$ cat src/hdl/sfwp_pkg.sv
// constants, command codes, status field positions and types for the
// serial flash write-protect block.
// assumes a 100 MHz system clock and a 1 MB array of 16 blocks of 64 KB.
package sfwp_pkg;

   // timing
   localparam int CLK_MHZ = 100;
   localparam int POWERUP_WRITE_INHIBIT_US = 5000; // plain default, no figure given
   localparam int INHIBIT_CYCLES = POWERUP_WRITE_INHIBIT_US * CLK_MHZ;
   localparam int OP_BUSY_US = 10; // plain default for every program/erase/status write
   localparam int OP_BUSY_CYCLES = OP_BUSY_US * CLK_MHZ;
   localparam int BUSY_CNT_W = 16;

   // instruction codes
   localparam logic [7:0] CMD_WRITE_ENABLE = 8'h06;
   localparam logic [7:0] CMD_WRITE_DISABLE = 8'h04;
   localparam logic [7:0] CMD_READ_STATUS1 = 8'h05;
   localparam logic [7:0] CMD_READ_STATUS2 = 8'h35;
   localparam logic [7:0] CMD_WRITE_STATUS = 8'h01;
   localparam logic [7:0] CMD_WRITE_STATUS2 = 8'h31;
   localparam logic [7:0] CMD_PAGE_PROGRAM = 8'h02;
   localparam logic [7:0] CMD_SECTOR_ERASE = 8'h20;
   localparam logic [7:0] CMD_BLOCK_ERASE = 8'hd8;
   localparam logic [7:0] CMD_CHIP_ERASE_A = 8'hc7;
   localparam logic [7:0] CMD_CHIP_ERASE_B = 8'h60;
   localparam logic [7:0] CMD_UNLOCK_REGION = 8'h39;
   localparam logic [7:0] CMD_LOCK_REGION = 8'h36;
   localparam logic [7:0] CMD_POWER_DOWN = 8'hb9;
   localparam logic [7:0] CMD_RELEASE_PD = 8'hab;
   localparam logic [7:0] CMD_RESET_ENABLE = 8'h66;
   localparam logic [7:0] CMD_RESET = 8'h99;

   // status_register_one field positions
   localparam int SR1_BUSY_BIT = 0;
   localparam int SR1_LATCH_BIT = 1;
   localparam int SR1_RANGE_LSB = 2;
   localparam int SR1_TOPBOT_BIT = 5;
   localparam int SR1_GRAN_BIT = 6;
   // status_register_two field positions
   localparam int SR2_LOCK_BIT = 0;
   localparam int SR2_COMPL_BIT = 6;

   // reset values
   localparam logic [2:0] PROTECT_RANGE_RST = 3'h0;
   localparam logic TOP_BOTTOM_RST = 1'b0;
   localparam logic GRANULARITY_RST = 1'b0;
   localparam logic COMPLEMENT_RST = 1'b0;
   localparam logic STATUS_LOCK_RST = 1'b0;

   // lock bit store: 16 bottom sectors, 14 middle blocks, 16 top sectors
   localparam int NUM_LOCKS = 46;
   localparam int LOCK_IDX_W = 6;
   localparam logic [LOCK_IDX_W-1:0] LOCK_MID_BASE = 6'h0f;
   localparam logic [LOCK_IDX_W-1:0] LOCK_TOP_BASE = 6'h1e;
   localparam logic [NUM_LOCKS-1:0] LOCK_RST = {NUM_LOCKS{1'b1}};

   // kind of array operation handed to the array
   typedef enum logic [2:0] {
      SFWP_OP_NONE,
      SFWP_OP_PROGRAM,
      SFWP_OP_SECTOR,
      SFWP_OP_BLOCK,
      SFWP_OP_CHIP
   } sfwp_op_type;

endpackage : sfwp_pkg

$ cat src/hdl/sfwp_lock_bits.sv
// per-region lock bit store, one bit per middle block or edge sector.
// assumes synchronous single-cycle commands from the protection core.
`timescale 1ns/1ps
module sfwp_lock_bits
(
   input wire logic clk_i, // system clock
   input wire logic rst_n_i, // synchronised reset, active low
   input wire logic set_all_i, // device reset: lock everything
   input wire logic clear_one_i, // unlock one region
   input wire logic lock_one_i, // lock one region
   input wire logic [sfwp_pkg::LOCK_IDX_W-1:0] idx_i, // region index
   output logic [sfwp_pkg::NUM_LOCKS-1:0] locks_o // lock bits, registered
);
   import sfwp_pkg::*;

   logic [NUM_LOCKS-1:0] locks_q;
   logic [NUM_LOCKS-1:0] locks_d;

   // one entry per region; a device reset outranks a single-bit change
   for (genvar g = 0; g < NUM_LOCKS; g++)
   begin : g_entry
      wire hit = (idx_i == LOCK_IDX_W'(g));
      assign locks_d[g] = set_all_i ? 1'b1 :
         (hit & clear_one_i) ? 1'b0 :
         (hit & lock_one_i) ? 1'b1 : locks_q[g];
   end

   // all bits come up locked
   always_ff @(posedge clk_i or negedge rst_n_i)
   begin
      if (!rst_n_i)
         locks_q <= LOCK_RST;
      else
         locks_q <= locks_d;
   end

   assign locks_o = locks_q;

endmodule : sfwp_lock_bits

$ cat src/hdl/sfwp_core.sv
// write-protection and status-register control of a serial flash.
// assumes an spi mode 0 host on cs/sclk/mosi from another clock domain;
// the array itself sits outside and is started by the exec strobe.
`timescale 1ns/1ps
// Notes on behaviour
// supply reset: no operation, no instruction
// write commands refused during power-up inhibit
// write-enable latch starts cleared
// writes need write-enable latch set first
// write enable sets latch, read at S1
// latch cleared by disable, program, erase, status write
// power-down ignores all but release
// 14 block and 32 sector lock bits
// locked region ignores program and erase
// lock bits all set at power-on
// unlock instruction 39h clears region lock
// scheme select chooses range or lock bits
// busy at S0; only status reads meanwhile
// busy clears when operation finishes
// range bits S4..S2 default zero, none protected
// top/bottom picks start of range
// granularity: sectors when one, blocks zero
// complement at S14 inverts selection
// status lock S8 blocks status writes
// status write needs lock clear, latch set
// any protected portion ignores whole command
// device reset sets all lock bits
// decode scheme, check target before start
module sfwp_core
#(
   parameter int unsigned INHIBIT_CYCLES_P = sfwp_pkg::INHIBIT_CYCLES // power-up inhibit
)
(
   input wire logic clk_i, // 100 MHz system clock
   input wire logic rstn_i, // supply reset, active low, async
   input wire logic cs_n_i, // chip select pin, active low
   input wire logic sclk_i, // serial clock pin
   input wire logic mosi_i, // serial data in
   input wire logic protect_scheme_select_i, // 1: lock bits, 0: range bits
   output logic miso_o, // serial data out, registered
   output logic miso_oe_n_o, // low while driving miso
   output logic busy_o, // operation in progress
   output logic exec_valid_o, // one-cycle start of array operation
   output sfwp_pkg::sfwp_op_type exec_kind_o, // kind of operation
   output logic [23:0] exec_addr_o // target address
);
   import sfwp_pkg::*;

   // reset release and pin synchronisers
   logic [1:0] rst_sync_q;
   logic rst_n;
   logic [2:0] sclk_q;
   logic [2:0] cs_q;
   logic [1:0] mosi_q;

   // frame state
   logic [2:0] bit_cnt_q;
   logic [2:0] byte_cnt_q;
   logic [7:0] rx_q;
   logic [7:0] opcode_q;
   logic [23:0] addr_q;
   logic [7:0] tx_q;
   logic reading_q;
   logic read_sel2_q;
   logic miso_q;

   // device state
   logic wel_q;
   logic pd_q;
   logic rst_en_q;
   logic srl_q;
   logic cmp_q;
   logic tb_q;
   logic sec_q;
   logic [2:0] bp_q;
   logic [BUSY_CNT_W-1:0] busy_cnt_q;
   logic [31:0] inh_cnt_q;
   logic exec_valid_q;
   sfwp_op_type exec_kind_q;
   logic [23:0] exec_addr_q;
   logic [NUM_LOCKS-1:0] locks;

   // the supply reset acts at once; its release is synchronised
   always_ff @(posedge clk_i or negedge rstn_i)
   begin
      if (!rstn_i)
         rst_sync_q <= 2'b00;
      else
         rst_sync_q <= {rst_sync_q[0], 1'b1};
   end
   assign rst_n = rst_sync_q[1];

   // pins cross two flops; the third stage only feeds edge detection
   always_ff @(posedge clk_i or negedge rst_n)
   begin
      if (!rst_n)
      begin
         sclk_q <= 3'h0;
         cs_q <= 3'h7;
         mosi_q <= 2'h0;
      end
      else
      begin
         sclk_q <= {sclk_q[1:0], sclk_i};
         cs_q <= {cs_q[1:0], cs_n_i};
         mosi_q <= {mosi_q[0], mosi_i};
      end
   end

   // edges of the sampled link; sclk must be slow enough for this
   wire sel = ~cs_q[1];
   wire cs_fall = ~cs_q[1] & cs_q[2];
   wire cs_rise = cs_q[1] & ~cs_q[2];
   wire sclk_rise = sel & sclk_q[1] & ~sclk_q[2];
   wire sclk_fall = sel & ~sclk_q[1] & sclk_q[2];
   wire [7:0] rx_next = {rx_q[6:0], mosi_q[1]};
   wire byte_done = sclk_rise & (bit_cnt_q == 3'h7);
   wire [7:0] opc_now = (byte_cnt_q == 3'h0) ? rx_next : opcode_q;

   // status images
   wire busy = (busy_cnt_q != '0);
   wire [7:0] sr1 = {1'b0, sec_q, tb_q, bp_q, wel_q, busy};
   wire [7:0] sr2 = {1'b0, cmp_q, 5'h00, srl_q};
   wire is_rd1 = (opc_now == CMD_READ_STATUS1);
   wire is_rd2 = (opc_now == CMD_READ_STATUS2);
   wire rd_ok = (is_rd1 | is_rd2) & ~pd_q;

   // shift register and byte capture on sampled sclk rise
   always_ff @(posedge clk_i or negedge rst_n)
   begin
      if (!rst_n)
      begin
         bit_cnt_q <= 3'h0;
         byte_cnt_q <= 3'h0;
         rx_q <= 8'h00;
         opcode_q <= 8'h00;
         addr_q <= 24'h000000;
      end
      else if (cs_fall)
      begin
         bit_cnt_q <= 3'h0;
         byte_cnt_q <= 3'h0;
      end
      else if (sclk_rise)
      begin
         rx_q <= rx_next;
         bit_cnt_q <= bit_cnt_q + 3'h1;
         if (byte_done && byte_cnt_q != 3'h7)
            byte_cnt_q <= byte_cnt_q + 3'h1;
         if (byte_done && byte_cnt_q == 3'h0)
            opcode_q <= rx_next;
         else if (byte_done && byte_cnt_q <= 3'h3)
            addr_q <= {addr_q[15:0], rx_next};
      end
   end

   // status read: reload each byte so polling sees busy fall
   always_ff @(posedge clk_i or negedge rst_n)
   begin
      if (!rst_n)
      begin
         tx_q <= 8'h00;
         reading_q <= 1'b0;
         read_sel2_q <= 1'b0;
         miso_q <= 1'b0;
      end
      else if (cs_fall || cs_rise)
         reading_q <= 1'b0;
      else if (byte_done && (byte_cnt_q == 3'h0 ? rd_ok : reading_q))
      begin
         reading_q <= 1'b1;
         read_sel2_q <= (byte_cnt_q == 3'h0) ? is_rd2 : read_sel2_q;
         tx_q <= ((byte_cnt_q == 3'h0) ? is_rd2 : read_sel2_q) ? sr2 : sr1;
      end
      else if (sclk_fall && reading_q)
      begin
         miso_q <= tx_q[7];
         tx_q <= {tx_q[6:0], 1'b0};
      end
   end

   // protection range decode, in 4 KB sector units over 256 sectors
   wire [7:0] tgt_sector = addr_q[19:12];
   wire is_pp = (opcode_q == CMD_PAGE_PROGRAM);
   wire is_se = (opcode_q == CMD_SECTOR_ERASE);
   wire is_be = (opcode_q == CMD_BLOCK_ERASE);
   wire is_ce = (opcode_q == CMD_CHIP_ERASE_A) | (opcode_q == CMD_CHIP_ERASE_B);
   wire [7:0] lo_sec = is_ce ? 8'h00 : is_be ? {tgt_sector[7:4], 4'h0} : tgt_sector;
   wire [7:0] hi_sec = is_ce ? 8'hff : is_be ? {tgt_sector[7:4], 4'hf} : tgt_sector;
   wire [8:0] unit = sec_q ? 9'h001 : 9'h010;
   wire [8:0] sel_n = (bp_q == 3'h0) ? 9'h000 :
      (bp_q == 3'h7) ? 9'h100 :
      (bp_q >= 3'h5) ? (sec_q ? 9'h008 : 9'h100) :
      9'(unit << (bp_q - 3'h1));
   wire [8:0] top_start = 9'h100 - sel_n;
   wire sel_any = tb_q ? ({1'b0, lo_sec} < sel_n) : ({1'b0, hi_sec} >= top_start);
   wire sel_all = tb_q ? ({1'b0, hi_sec} < sel_n) : ({1'b0, lo_sec} >= top_start);
   wire prot_range = cmp_q ? ~sel_all : sel_any;

   // lock bit lookup: index is monotonic in sector, so a range maps to a range
   function automatic logic [LOCK_IDX_W-1:0] lock_index(input logic [7:0] s);
      logic [LOCK_IDX_W-1:0] r;
      r = LOCK_MID_BASE + LOCK_IDX_W'(s[7:4]);
      if (s[7:4] == 4'h0)
         r = LOCK_IDX_W'(s[3:0]);
      else if (s[7:4] == 4'hf)
         r = LOCK_TOP_BASE + LOCK_IDX_W'(s[3:0]);
      return r;
   endfunction : lock_index

   wire [LOCK_IDX_W-1:0] lo_idx = lock_index(lo_sec);
   wire [LOCK_IDX_W-1:0] hi_idx = lock_index(hi_sec);
   logic [NUM_LOCKS-1:0] in_range;
   for (genvar g = 0; g < NUM_LOCKS; g++)
   begin : g_range
      assign in_range[g] = (LOCK_IDX_W'(g) >= lo_idx) && (LOCK_IDX_W'(g) <= hi_idx);
   end
   wire prot_lock = |(locks & in_range);
   wire protected_tgt = protect_scheme_select_i ? prot_lock : prot_range;

   // command acceptance, evaluated when chip select rises on a byte boundary
   wire inhibit = (inh_cnt_q != 32'(INHIBIT_CYCLES_P));
   wire frame_ok = cs_rise & (bit_cnt_q == 3'h0) & (byte_cnt_q != 3'h0);
   wire live = frame_ok & ~busy & ~pd_q;
   wire wr_ok = live & wel_q & ~inhibit;
   wire one_byte = (byte_cnt_q == 3'h1);
   wire do_wren = live & ~inhibit & one_byte & (opcode_q == CMD_WRITE_ENABLE);
   wire do_wrdi = live & one_byte & (opcode_q == CMD_WRITE_DISABLE);
   wire st_len1 = (opcode_q == CMD_WRITE_STATUS) & (byte_cnt_q == 3'h2);
   wire st_len2 = (opcode_q == CMD_WRITE_STATUS) & (byte_cnt_q == 3'h3);
   wire st2_only = (opcode_q == CMD_WRITE_STATUS2) & (byte_cnt_q == 3'h2);
   wire do_wrsr = wr_ok & ~srl_q & (st_len1 | st_len2 | st2_only);
   wire array_cmd = (is_pp & byte_cnt_q >= 3'h5) | ((is_se | is_be) & byte_cnt_q == 3'h4) |
      (is_ce & one_byte);
   wire do_array = wr_ok & array_cmd & ~protected_tgt;
   wire lock_len = (byte_cnt_q == 3'h4);
   wire do_unlock = wr_ok & lock_len & (opcode_q == CMD_UNLOCK_REGION);
   wire do_lock = wr_ok & lock_len & (opcode_q == CMD_LOCK_REGION);
   wire do_pd = live & one_byte & (opcode_q == CMD_POWER_DOWN);
   wire do_rpd = frame_ok & ~busy & one_byte & (opcode_q == CMD_RELEASE_PD);
   wire do_rsten = live & one_byte & (opcode_q == CMD_RESET_ENABLE);
   wire do_reset = live & one_byte & rst_en_q & (opcode_q == CMD_RESET);
   sfwp_op_type kind_d;
   assign kind_d = is_pp ? SFWP_OP_PROGRAM : is_se ? SFWP_OP_SECTOR :
      is_be ? SFWP_OP_BLOCK : is_ce ? SFWP_OP_CHIP : SFWP_OP_NONE;

   // power-up write inhibit counter
   always_ff @(posedge clk_i or negedge rst_n)
   begin
      if (!rst_n)
         inh_cnt_q <= 32'h0;
      else if (inhibit)
         inh_cnt_q <= inh_cnt_q + 32'h1;
   end

   // write enable latch, power-down and reset-enable state
   always_ff @(posedge clk_i or negedge rst_n)
   begin
      if (!rst_n)
      begin
         wel_q <= 1'b0;
         pd_q <= 1'b0;
         rst_en_q <= 1'b0;
      end
      else if (do_reset)
      begin
         wel_q <= 1'b0;
         pd_q <= 1'b0;
         rst_en_q <= 1'b0;
      end
      else if (frame_ok)
      begin
         if (do_wren)
            wel_q <= 1'b1;
         else if (do_wrdi | do_wrsr | do_array | do_unlock | do_lock)
            wel_q <= 1'b0;
         if (do_pd)
            pd_q <= 1'b1;
         else if (do_rpd)
            pd_q <= 1'b0;
         rst_en_q <= do_rsten;
      end
   end

   // status fields; the lock bit stays set until the next supply reset
   always_ff @(posedge clk_i or negedge rst_n)
   begin
      if (!rst_n)
      begin
         bp_q <= PROTECT_RANGE_RST;
         tb_q <= TOP_BOTTOM_RST;
         sec_q <= GRANULARITY_RST;
         cmp_q <= COMPLEMENT_RST;
         srl_q <= STATUS_LOCK_RST;
      end
      else if (do_wrsr)
      begin
         if (!st2_only)
         begin
            bp_q <= 3'((st_len2 ? addr_q[15:8] : addr_q[7:0]) >> SR1_RANGE_LSB);
            tb_q <= st_len2 ? addr_q[8 + SR1_TOPBOT_BIT] : addr_q[SR1_TOPBOT_BIT];
            sec_q <= st_len2 ? addr_q[8 + SR1_GRAN_BIT] : addr_q[SR1_GRAN_BIT];
         end
         if (!st_len1)
         begin
            cmp_q <= addr_q[SR2_COMPL_BIT];
            srl_q <= addr_q[SR2_LOCK_BIT];
         end
      end
   end

   // busy timer and array start strobe; a device reset clears the timer but is only accepted while not busy
   always_ff @(posedge clk_i or negedge rst_n)
   begin
      if (!rst_n)
      begin
         busy_cnt_q <= '0;
         exec_valid_q <= 1'b0;
         exec_kind_q <= SFWP_OP_NONE;
         exec_addr_q <= 24'h000000;
      end
      else
      begin
         exec_valid_q <= do_array;
         if (do_reset)
            busy_cnt_q <= '0;
         else if (do_array || do_wrsr)
            busy_cnt_q <= BUSY_CNT_W'(OP_BUSY_CYCLES);
         else if (busy)
            busy_cnt_q <= busy_cnt_q - 1'b1;
         if (do_array)
         begin
            exec_kind_q <= kind_d;
            exec_addr_q <= addr_q;
         end
      end
   end

   // lock bits; the index comes from the addressed region
   sfwp_lock_bits u_locks
   (
      .clk_i(clk_i),
      .rst_n_i(rst_n),
      .set_all_i(do_reset),
      .clear_one_i(do_unlock),
      .lock_one_i(do_lock),
      .idx_i(lo_idx),
      .locks_o(locks)
   );

   assign miso_o = miso_q;
   assign miso_oe_n_o = ~(reading_q & sel);
   assign busy_o = busy;
   assign exec_valid_o = exec_valid_q;
   assign exec_kind_o = exec_kind_q;
   assign exec_addr_o = exec_addr_q;

endmodule : sfwp_core

$ cat config.mk
export PLATFORM = sky130hd
export DESIGN_NAME = sfwp_core
export DESIGN_NICKNAME = d
export VERILOG_FILES = /design/src/hdl/sfwp_pkg.sv /design/src/hdl/sfwp_lock_bits.sv /design/src/hdl/sfwp_core.sv
export SDC_FILE = /design/constraint.sdc
export NUM_CORES = 1
export LEC_CHECK = 0
export BUFFER_PORTS_ARGS = -buffer_cell sky130_fd_sc_hd__clkbuf_2
export CAP_MARGIN = 20
export CORE_MARGIN = 4
export CORE_UTILIZATION = 55
export DETAILED_ROUTE_END_ITERATION = 10
export PLACE_DENSITY = 0.72
export REMOVE_ABC_BUFFERS = 1
export SKIP_CTS_REPAIR_TIMING = 1
export SYNTH_ARGS = -nofsm -noshare
export SYNTH_HDL_FRONTEND = slang
export SYNTH_SLANG_ARGS = --single-unit
$ cat constraint.sdc
create_clock -name clk_i -period 8.2 [get_ports clk_i]
set_input_delay 0.41 -clock clk_i [delete_from_list [all_inputs] [get_ports clk_i]]
set_output_delay 0.41 -clock clk_i [all_outputs]
set_load 0.03 [all_outputs]
==> impl_metrics.csv, run 1 <==
group,metric,value,unit
logic_synthesis,synth_top_cells_by_count,"sky130_fd_sc_hd__dfrtp_1, sky130_fd_sc_hd__nand2_1, sky130_fd_sc_hd__nor2_1, sky130_fd_sc_hd__a21oi_1, sky130_fd_sc_hd__o21ai_0",
place,io_buffers,36,
layout,area.growth.synth_to_final,8.82,%
route,drc,0,
logic_synthesis,synth_async_sr_flop_share,100,%
clock_tree,cts_tree,"yes",
run_status,run_status,"finished clean",
logic_synthesis,synthDominantCellAreaShare,30.4,%
global_routing,grt_start_max_net_pins,82,
floorplanning,die-area,24700,µm²
worst_hold_path,hp-class,"in2reg",
sta,tightestPinTransition,1.06,ns
worst_setup_path,cp_slowest_cell,"sky130_fd_sc_hd__dfrtp_1",
floorplanning,row_count,54,
logic_synthesis,synth_most_common_cell,"sky130_fd_sc_hd__dfrtp_1",
logic_synthesis,synth.area.top_cells,"sky130_fd_sc_hd__dfrtp_1, sky130_fd_sc_hd__dfstp_2, sky130_fd_sc_hd__ha_1, sky130_fd_sc_hd__mux2_2, sky130_fd_sc_hd__nand2_1",
floorplanning,die_h,157,µm
sta,fin_setup_tns,0,ns
sta,setup_viol,0,
clock_tree,clock_tree.buffer_depth,2,
logic_synthesis,yosysWarningCount,0,
global_routing,first_global_vias,10400,
global_routing,grt_antenna_before_repair,0,
pwr,leakage,0.00582,µW
worst_setup_path,critical_path_buf_inv_count,3,
sta,timing.slew.headroom,29.1,%
clock_tree,clkSlewWorstSetupHoldPaths,0.09,ns
worst_setup_path,largest_stage_delay_on_the_critical_path,0.65,ns
route,dr.pass1.iters,6,
sta,post-route-worst-setup-slack,1.81,ns
clock_tree,worst_skew_late_latency,0.45,ns
route,antenna_left,0,
route,routed-via-count,10700,
place,placement.cell_area,12700,µm²
global_routing,met2_usage,47.0,%
floorplanning,floorplan.core_area,21900,µm²
sta,fmaxAchievable,156,MHz
floorplanning,starting_utilization_of_the_core_area,56.0,%
logic_synthesis,cell_taking_the_most_area_after_synthesis,"sky130_fd_sc_hd__dfrtp_1",
sta,finalMaxSlewViolations,0,
layout,final-seq-area,5020,µm²
layout,layout.filler_cells,1881,
layout,nNetsFinal,1394,
worst_setup_path,required,8.51,ns
floorplanning,boundaryPins,37,
sta,fin_crit,6.39,ns
worst_setup_path,setup.worst_path.class,"reg2reg",
logic_synthesis,dominantRegCellSynth,"sky130_fd_sc_hd__dfrtp_1",
sta,grt_setup_unrepaired,"false",
layout,layout.cell_area.non_filler,13300,µm²
worst_hold_path,worst_hold_startpoint,"cs_n_i",
clock_tree,total_number_of_clock_tree_sinks,198,
layout,num_antenna_cells,0,
pwr,peakVddDrop,0.000111,V
logic_synthesis,synth_edf_count,0,
logic_synthesis,netlist_instances,1325,
global_routing,grt_overflow_total,0,
worst_setup_path,worst-endpoint-arrival,6.70,ns
clock_tree,htreeDepth,4,
route,routed_via_density,6.53,
logic_synthesis,postSynthAreaPerCell,9.25,µm²
worst_setup_path,register_to_register_setup_slack,1.81,ns
route,first_iter_violations,1258,
worst_setup_path,setup.worst_path.start_class,"flop",
pwr,power_density,144,nW/µm²
worst_setup_path,timing.rr.end,"exec_addr_o[21]$_DFFE_PN0P_",
global_routing,globalRouteMet3Util,6.35,%
place,detailedPlace.worstSlack,1.99,ns
global_routing,grt_first_pass_wirelength,58500,µm
route,route.final.wire_length,37000,µm
sta,hold_violations,0,
sta,timing.final.crit_share,77.9,%
layout,area_of_the_multi_input_gates,6810,µm²
worst_hold_path,worstHoldEndpoint,"cs_q[0]$_DFF_PN1_",
worst_setup_path,reg2regPathDepth,18,
floorplanning,width_of_the_die,157,µm
layout,drive_above_1_share,17.0,%
logic_synthesis,distinct_cells_synth,94,
place,finalWeightedCongestion,1.06,
global_routing,grt_busiest_layer,"met2",
worst_setup_path,critical_path.reg2reg.startpoint,"opcode_q[4]$_DFFE_PN0P_",
run,timing.max_cap.violations,0,
worst_setup_path,setup.worst_path.end_class,"flop",
clock_tree,numCtsBuffers,17,
place,detailedPlacementHpwl,27400,µm
worst_setup_path,ordered_list_of_cells_on_the_worst_path,"clkinv_1, mux2i_4, a21oi_4, nand2_1, ha_1, ha_1, a41o_1, a211oi_1, nand2_1, o211ai_1, o21ai_0, or4_1, nor4_1, nand4_1, a211o_2, buf_4, inv_2, mux2_1",
worst_hold_path,timing.hold.worst_path_depth,1,
clock_tree,clockRootBuffer,"sky130_fd_sc_hd__clkbuf_16",
global_routing,groute.layer.met1.usage,41.9,%
route,drt-wirelength-per-cell,22.7,µm
logic_synthesis,synth.yosys.seq_area_share,40.9,%
logic_synthesis,synthesis.area,12300,µm²
logic_synthesis,yosys_register_bits,198,
worst_setup_path,timing.critical_path.max_delay_family,"compound AO/OA/AOI/OAI gates",
sta,fin_skew,0.0259,ns
worst_setup_path,worstPathMaxFanout,24,
global_routing,grt_util_all_layers,30.4,%
-- how the worst max path moves through the flow --
stage	startpoint	end	cells past startpoint
after CTS	opcode_q[4]$_DFFE_PN0P_	exec_addr_o[21]$_DFFE_PN0P_	18
after global placement	opcode_q[4]$_DFFE_PN0P_	exec_addr_o[1]$_DFFE_PN0P_	18
final	opcode_q[4]$_DFFE_PN0P_	exec_addr_o[21]$_DFFE_PN0P_	18
after global routing	opcode_q[4]$_DFFE_PN0P_	exec_addr_o[9]$_DFFE_PN0P_	18
after floorplan	rst_sync_q[1]$_DFF_PN0_	addr_q[0]$_DFFE_PN0P_	0
after detailed placement	opcode_q[4]$_DFFE_PN0P_	exec_addr_o[7]$_DFFE_PN0P_	18
-- sequential cells by signal (all words and copies together), names as in the netlist, 7 cells and up --
register	flops
inh_cnt_q	32
u_locks.locks_o	46
addr_q	24
tx_q	8
busy_cnt_q	16
exec_addr_o	24
rx_q	7
opcode_q	8
-- metrics by stage --
stage,total power [µW],util (%),hold slack [ns],std cells
finish,1930,60.9,0.0394,1631
global route,1990,60.9,0.0246,1631
CTS,1940,60.6,-0.268,1628
detailed placement,1090,57.9,0.197,1596
global placement,1090,57.9,0.197,1596
floorplan,1060,-,0.114,1260
-- layout make-up --
type,count,share of cell area (%)
clock inverter,14,1.27
tap,280,2.63
multi-input combinational,1020,51.0
clock buffer,18,3.29
timing repair buffer,59,2.96
sequential,198,37.6
inverter,42,1.18
-- cells by family after synthesis --
family                     after synthesis  share of synthesized area [%]
AOI/OAI and AO/OA                      344                           18.4
xor gates and xnor gates                49                           3.50
adders and majority gates               52                           5.27
buffers and inverters                  107                           3.59
DFF                                    198                           40.9
muxes                                   74                           7.25
other                                    1                         0.0306
and+or+nand+nor                        500                           21.0
-- metal layers --
| layer | wire length [µm] | up-vias | share of wire (%) |
|---|---|---|---|
| li1 | - | 4913 | - |
| met1 | 16000 | 5173 | 43 |
| met2 | 16700 | 465 | 45 |
| met3 | 2810 | 107 | 7.6 |
| met4 | 1430 | 0 | 3.9 |
| met5 | 0 | - | 0 |
-- layout by cell type (no fill, tap or decap), drive strengths merged, types with 23 or more instances in the layout --
| cell | instances |
|---|---|
| dfrtp | 149 |
| a21oi | 84 |
| nor2 | 111 |
| nor3 | 45 |
| nand4 | 23 |
| ha | 50 |
| nand2 | 132 |
| xnor2 | 34 |
| dfstp | 49 |
| clkbuf | 54 |
| mux2 | 66 |
| nand3 | 45 |
| inv | 49 |
| o21ai | 84 |
-- where the power goes --
group	internal [µW]	leakage [µW]	switching (µW)
registers	994	0.00249	30.1
logic	21.2	0.00302	25.5
clock network	424	0.000299	430
(Power assumes the default switching activity.)
==> run 2, diff against run 1 <==
--- a/config.mk
+++ b/config.mk
@@ -5,12 +5,13 @@
 export SDC_FILE = /design/constraint.sdc
 export NUM_CORES = 1
 export LEC_CHECK = 0
+export ABC_AREA = 1
 export BUFFER_PORTS_ARGS = -buffer_cell sky130_fd_sc_hd__clkbuf_2
 export CAP_MARGIN = 20
 export CORE_MARGIN = 4
 export CORE_UTILIZATION = 55
 export DETAILED_ROUTE_END_ITERATION = 10
-export PLACE_DENSITY = 0.72
+export PLACE_DENSITY = 0.75
 export REMOVE_ABC_BUFFERS = 1
 export SKIP_CTS_REPAIR_TIMING = 1
 export SYNTH_ARGS = -nofsm -noshare
==> constraint.sdc (replaced) <==
create_clock -name clk_i -period 5.15 [get_ports clk_i]
set_input_delay 0.2575 -clock clk_i [delete_from_list [all_inputs] [get_ports clk_i]]
set_output_delay 0.2575 -clock clk_i [all_outputs]
set_load 0.03 [all_outputs]
==> impl_metrics.csv, run 2 <==
group,metric,value,unit
logic_synthesis,distinct_cells_synth,52,
pwr,p_clk_share,46.0,%
logic_synthesis,synth.area.top_cells,"sky130_fd_sc_hd__dfrtp_1, sky130_fd_sc_hd__nand2_1, sky130_fd_sc_hd__dfstp_2, sky130_fd_sc_hd__nor2_1, sky130_fd_sc_hd__inv_1",
worst_setup_path,largest_stage_delay_on_the_critical_path,0.44,ns
sta,fin_crit,4.48,ns
sta,setup_viol,0,
floorplanning,width_of_the_die,158,µm
pwr,power.internal,2300,µW
route,first_iter_violations,1001,
logic_synthesis,synth_top_cells_by_count,"sky130_fd_sc_hd__nand2_1, sky130_fd_sc_hd__nor2_1, sky130_fd_sc_hd__inv_1, sky130_fd_sc_hd__dfrtp_1, sky130_fd_sc_hd__nand3_1",
route,antenna_left,0,
route,routed-via-count,11400,
clock_tree,numCtsBuffers,17,
pwr,power.combinational.fraction,2.3,%
global_routing,grt_overflow_total,0,
global_routing,grt_first_pass_wirelength,53800,µm
sta,finalMaxSlewViolations,0,
layout,largest_register_ffs,46,
floorplanning,boundaryPins,37,
clock_tree,cts_tree,"yes",
floorplanning,starting_utilization_of_the_core_area,56.1,%
worst_setup_path,worst_path_most_repeated_cell,"sky130_fd_sc_hd__inv_1",
clock_tree,clockRootBuffer,"sky130_fd_sc_hd__clkbuf_16",
run_status,run_status,"finished clean",
pwr,power_density,228,nW/µm²
logic_synthesis,yosys_register_bits,198,
global_routing,grt_antenna_before_repair,0,
global_routing,grt_util_all_layers,26.7,%
route,dr.pass1.iters,6,
global_routing,first_global_vias,11000,
worst_setup_path,worst-endpoint-arrival,4.81,ns
floorplanning,floorplan.core_area,22000,µm²
worst_setup_path,worstPathMaxFanout,15,
worst_setup_path,required,5.48,ns
layout,layout.filler_cells,2011,
pwr,sw_pwr,779,µW
logic_synthesis,synth_edf_count,0,
logic_synthesis,netlist_instances,1683,
worst_setup_path,timing.rr.end,"exec_addr_o[13]$_DFFE_PN0P_",
worst_setup_path,cp_slowest_cell,"sky130_fd_sc_hd__dfrtp_1",
floorplanning,die_h,158,µm
logic_synthesis,dominantRegCellSynth,"sky130_fd_sc_hd__dfrtp_1",
clock_tree,total_number_of_clock_tree_sinks,198,
route,route.final.wire_length,32100,µm
logic_synthesis,synthesis.area,12300,µm²
logic_synthesis,cell_taking_the_most_area_after_synthesis,"sky130_fd_sc_hd__dfrtp_1",
worst_setup_path,worstSetupStartpoint,"bp_q[1]$_DFFE_PN0P_",
layout,final_cell_count_no_fill,2016,
pwr,power_frac_seq,51.7,%
place,placed_cells,1979,
sta,hold_violations,0,
sta,grt_setup_unrepaired,"false",
worst_setup_path,register_to_register_setup_slack,0.67,ns
sta,fin_skew,0.0154,ns
layout,num_antenna_cells,0,
layout,nNetsFinal,1779,
sta,tightestPinTransition,0.893,ns
layout,drive_above_1_share,12.8,%
logic_synthesis,synthDominantCellAreaShare,30.3,%
pwr,peakVddDrop,0.000184,V
logic_synthesis,synth.yosys.seq_area_share,40.7,%
worst_setup_path,setup.worst_path.class,"reg2reg",
route,routed_via_density,5.64,
layout,final-seq-area,5020,µm²
place,io_buffers,36,
sta,timing.final.crit_share,86.9,%
clock_tree,htreeDepth,4,
logic_synthesis,yosysWarningCount,0,
floorplanning,row_count,54,
worst_setup_path,critical_path.reg2reg.startpoint,"bp_q[1]$_DFFE_PN0P_",
place,detailedPlacementHpwl,23400,µm
layout,top_library_cells_by_usage_in_the_layout_fill_and_taps_aside,"sky130_fd_sc_hd__nand2_1, sky130_fd_sc_hd__nor2_1, sky130_fd_sc_hd__inv_1",
route,drt-wirelength-per-cell,15.9,µm
worst_setup_path,worst_setup_path_endpoint,"exec_addr_o[13]$_DFFE_PN0P_",
sta,timing.slew.headroom,40.2,%
sta,fmaxAchievable,223,MHz
worst_setup_path,setup.worst_path.end_class,"flop",
logic_synthesis,postSynthAreaPerCell,7.32,µm²
worst_hold_path,hp-class,"in2async",
layout,area_of_the_multi_input_gates,6340,µm²
sta,whs,0.119,ns
clock_tree,clock_tree.buffer_depth,2,
route,drc,0,
layout,layout.cells.most_common,"sky130_fd_sc_hd__nand2_1",
worst_setup_path,setup.worst_path.start_class,"flop",
pwr,switching_share,25.3,%
clock_tree,clkSlewWorstSetupHoldPaths,0.08,ns
pwr,leakage,0.00656,µW
logic_synthesis,synth_async_sr_flop_share,100,%
sta,fin_setup_tns,0,ns
run,timing.max_cap.violations,0,
place,finalWeightedCongestion,1.02,
layout,area.growth.synth_to_final,9.49,%
worst_setup_path,reg2regPathDepth,31,
floorplanning,die-area,24900,µm²
global_routing,grt_start_max_net_pins,140,
logic_synthesis,synth_most_common_cell,"sky130_fd_sc_hd__nand2_1",
clock_tree,worst_skew_late_latency,0.45,ns
==> run 2: changes by cell type in the layout (fill, tap and decap cells not counted), moves of 20 or more <==
cell	change
sky130_fd_sc_hd__a21oi_1	-50
sky130_fd_sc_hd__inv_1	+145
sky130_fd_sc_hd__inv_2	+21
sky130_fd_sc_hd__mux2_2	-44
sky130_fd_sc_hd__nand2_1	+294
sky130_fd_sc_hd__nand2_2	+20
sky130_fd_sc_hd__nand3_1	+70
sky130_fd_sc_hd__nor2_1	+102
sky130_fd_sc_hd__o21ai_0	+25
sky130_fd_sc_hd__o21ai_1	+40
sky130_fd_sc_hd__xnor2_1	-22
==> run 2: kinds of logic (layout without fill, tap and decap cells) <==
logic type / Yosys count / count (layout) / synth area share [%]
fa+ha+maj: 50 / 50 / 5.08
flops: 198 / 198 / 40.7
xor+xnor: 37 / 37 / 2.63
buf+inv: 246 / 298 / 7.99
other cells: 1 / 1 / 0.0304
simple gates: 895 / 896 / 31.8
compound gates: 256 / 256 / 11.7
==> run 2: worst min-delay path by stage <==
stage               cells after the start                 endpoint
finish                                  2  rst_sync_q[1]$_DFF_PN0_
global route                            2  rst_sync_q[1]$_DFF_PN0_
CTS                                     1  rst_sync_q[1]$_DFF_PN0_
detailed placement                      1  rst_sync_q[0]$_DFF_PN0_
global placement                        1  rst_sync_q[0]$_DFF_PN0_
floorplan                               0  rst_sync_q[0]$_DFF_PN0_
==> run 2: routing by layer <==
| layer | GRT usage, % | part of all wire (%) | wire [µm] | up-vias |
|---|---|---|---|---|
| met5 | 0 | 0 | 0 | - |
| met4 | 7.95 | 2.3 | 750 | 0 |
| met3 | 5.47 | 6.5 | 2100 | 68 |
| met2 | 42.2 | 45 | 14400 | 421 |
| met1 | 37.4 | 46 | 14800 | 5305 |
| li1 | - | - | - | 5584 |
==> run 2: layout make-up <==
type                            instances  share of cell area, %
Sequential cell                       198                   37.2
Clock inverter                         15                   1.53
Clock buffer                           17                   3.15
Multi-Input combinational cell       1240                   47.0
Timing Repair Buffer                   57                   2.67
Inverter                              209                   5.81
Tap cell                              280                   2.60
==> run 2: power by group through the flow <==
| stage | Combinational [µW] | Clock (µW) | Sequential [µW] |
|---|---|---|---|
| final | 69.5 | 1420 | 1590 |
| after CTS | 68.7 | 1440 | 1600 |
| after detailed placement | 68.3 | 0 | 1620 |
| after global routing | 80.8 | 1500 | 1600 |
| after floorplan | 31.6 | 0 | 1630 |
| after global placement | 66.4 | 0 | 1620 |
==> run 2: stage by stage <==
step	utilization [%]	setup slack [ns]	instance area, µm²	power, µW
CTS	61.2	0.394	13400	3100
global route	61.4	0.0619	13500	3180
detailed placement	58.3	0.410	12800	1690
global placement	58.3	0.531	12800	1690
floorplan	-	-0.690	12100	1660
finish	61.4	0.675	13500	3080
==> run 2: critical path, delay by kind of cell (launching register included) <==
| kind | cells | cell delay (ns) |
|---|---|---|
| AOI/OAI and AO/OA | 6 | 0.80 |
| and+or+nand+nor | 14 | 1.50 |
| xor gates and xnor gates | 1 | 0.22 |
| buffers and inverters | 7 | 0.71 |
| adders and majority gates | 3 | 0.70 |
| DFF | 1 | 0.44 |
==> run 3, diff against run 2 <==
--- a/config.mk
+++ b/config.mk
@@ -10,8 +10,9 @@
 export CAP_MARGIN = 20
 export CORE_MARGIN = 4
 export CORE_UTILIZATION = 55
+export CTS_CLUSTER_DIAMETER = 60
 export DETAILED_ROUTE_END_ITERATION = 10
-export PLACE_DENSITY = 0.75
+export PLACE_DENSITY = 0.72
 export REMOVE_ABC_BUFFERS = 1
 export SKIP_CTS_REPAIR_TIMING = 1
 export SYNTH_ARGS = -nofsm -noshare
==> constraint.sdc (replaced) <==
create_clock -name clk_i -period 5.65 [get_ports clk_i]
set_input_delay 0.2825 -clock clk_i [delete_from_list [all_inputs] [get_ports clk_i]]
set_output_delay 0.2825 -clock clk_i [all_outputs]
set_load 0.03 [all_outputs]
==> impl_metrics.csv, run 3 (synthesized netlist as in run 2, its figures left out) <==
group,metric,value,unit
route,drc,0,
floorplanning,die-area,24900,µm²
worst_setup_path,setup.worst_path.end_class,"flop",
clock_tree,worst_skew_late_latency,0.45,ns
layout,nNetsFinal,1772,
worst_setup_path,setup.worst_path.start_class,"flop",
clock_tree,total_number_of_clock_tree_sinks,198,
clock_tree,clockRootBuffer,"sky130_fd_sc_hd__clkbuf_16",
sta,grt_setup_unrepaired,"false",
sta,finalMaxSlewViolations,0,
sta,whs,0.145,ns
floorplanning,floorplan.core_area,22000,µm²
pwr,power_density,206,nW/µm²
global_routing,grt_first_pass_wirelength,53500,µm
floorplanning,die_h,158,µm
layout,area.growth.synth_to_final,8.75,%
clock_tree,clkSlewWorstSetupHoldPaths,0.09,ns
place,io_buffers,36,
layout,layout.filler_cells,2002,
global_routing,grt_overflow_total,0,
route,route.final.wire_length,32300,µm
run_status,run_status,"finished clean",
route,drt-wirelength-per-cell,16.1,µm
sta,hold_violations,0,
sta,setup_viol,0,
clock_tree,numCtsBuffers,17,
layout,drive_above_1_share,12.1,%
clock_tree,cts_tree,"yes",
clock_tree,htreeDepth,4,
place,detailedPlace.worstSlack,0.699,ns
global_routing,grt_util_all_layers,26.6,%
route,dr.pass1.iters,5,
floorplanning,starting_utilization_of_the_core_area,56.1,%
sta,timing.final.crit_share,87.5,%
worst_setup_path,largest_stage_delay_on_the_critical_path,0.48,ns
layout,top_library_cells_by_usage_in_the_layout_fill_and_taps_aside,"sky130_fd_sc_hd__nand2_1, sky130_fd_sc_hd__nor2_1, sky130_fd_sc_hd__inv_1",
sta,fin_skew,0.0162,ns
layout,final-seq-area,5020,µm²
worst_setup_path,worstSetupStartpoint,"bp_q[0]$_DFFE_PN0P_",
sta,post-route-worst-setup-slack,0.709,ns
sta,timing.slew.headroom,42.9,%
worst_setup_path,worst-endpoint-arrival,5.30,ns
worst_setup_path,worstPathMaxFanout,52,
layout,largest_register_ffs,46,
route,first_iter_violations,978,
floorplanning,row_count,54,
floorplanning,width_of_the_die,158,µm
layout,layout.cells.most_common,"sky130_fd_sc_hd__nand2_1",
layout,area_of_the_multi_input_gates,6320,µm²
pwr,peakVddDrop,0.000183,V
worst_setup_path,worst_path_most_repeated_cell,"sky130_fd_sc_hd__nor2_1",
run,timing.max_cap.violations,0,
sta,tightestPinTransition,0.853,ns
worst_setup_path,critical_path.reg2reg.startpoint,"bp_q[0]$_DFFE_PN0P_",
pwr,leakage,0.00653,µW
clock_tree,clock_tree.buffer_depth,2,
worst_hold_path,hp-class,"in2async",
worst_setup_path,cp_slowest_cell,"sky130_fd_sc_hd__dfrtp_1",
global_routing,grt_antenna_before_repair,0,
place,placed_cells,1972,
route,routed_via_density,5.61,
route,antenna_left,0,
route,routed-via-count,11300,
sta,fin_crit,4.94,ns
layout,final_cell_count_no_fill,2009,
place,detailedPlacementHpwl,24000,µm
place,finalWeightedCongestion,1.01,
worst_setup_path,required,6.01,ns
sta,fmaxAchievable,202,MHz
layout,num_antenna_cells,0,
global_routing,grt_start_max_net_pins,154,
floorplanning,boundaryPins,37,
worst_setup_path,setup.worst_path.class,"reg2reg",
global_routing,first_global_vias,10800,
## run 3: cell types whose count changed in the layout (fill, tap and decap cells not counted), moves of 2 or more
| cell | before | now |
|---|---|---|
| sky130_fd_sc_hd__nor2_1 | 212 | 214 |
| sky130_fd_sc_hd__buf_4 | 16 | 10 |
| sky130_fd_sc_hd__inv_8 | 4 | 2 |
| sky130_fd_sc_hd__nand2_2 | 20 | 18 |
## run 3: area by class of cell
cell class	count	area share, %
multi-input cells	1239	47.2
flip-flops and latches	198	37.5
inverters	209	5.85
clock buffers	18	3.20
well taps	280	2.61
repair buffers	51	2.35
clock inverters	14	1.34
## run 3: worst paths after layout
kind                       slack, ns                           to  cells after the start
setup / recovery                0.71    busy_cnt_q[9]$_DFFE_PN0P_                     30
hold / removal                  0.14      rst_sync_q[1]$_DFF_PN0_                      2
setup reg to reg                0.71    busy_cnt_q[9]$_DFFE_PN0P_                     30
hold reg to reg                 0.33    inh_cnt_q[22]$_DFFE_PN0P_                      0
max in group asynchronous       4.10  exec_addr_o[16]$_DFFE_PN0P_                      1
min in group clk_i              0.35          mosi_q[1]$_DFF_PN0_                      0
## run 3: critical path: cells and delay by family, from the launching register on
| family | cells | cell delay [ns] |
|---|---|---|
| AOI/OAI and AO/OA | 5 | 0.91 |
| xor gates and xnor gates | 1 | 0.23 |
| adders and majority gates | 3 | 0.74 |
| buffers and inverters | 5 | 0.34 |
| DFF | 1 | 0.48 |
| and+or+nand+nor | 16 | 2.13 |
## run 3: layer usage
layer  track usage [%]  part of all wire (%)
met1              37.5                    46
met4              6.88                   2.1
met5                 0                     0
met3              5.19                   7.2
met2              42.2                    45
## run 3: power by group
part | switching (µW) | internal, µW
registers | 16.4 | 1430
logic | 50.3 | 16.7
clock network | 637 | 603
## run 3: through the flow
stage                     util [%]  TNS (ns)  total power [µW]  cell area (µm²)
after global placement        58.0         0              1540            12700
after global routing          61.0         0              2860            13400
after floorplan                  -    -27.99              1520            12100
final                         61.0         0              2760            13400
after detailed placement      58.0         0              1550            12700
after CTS                     60.8         0              2790            13400
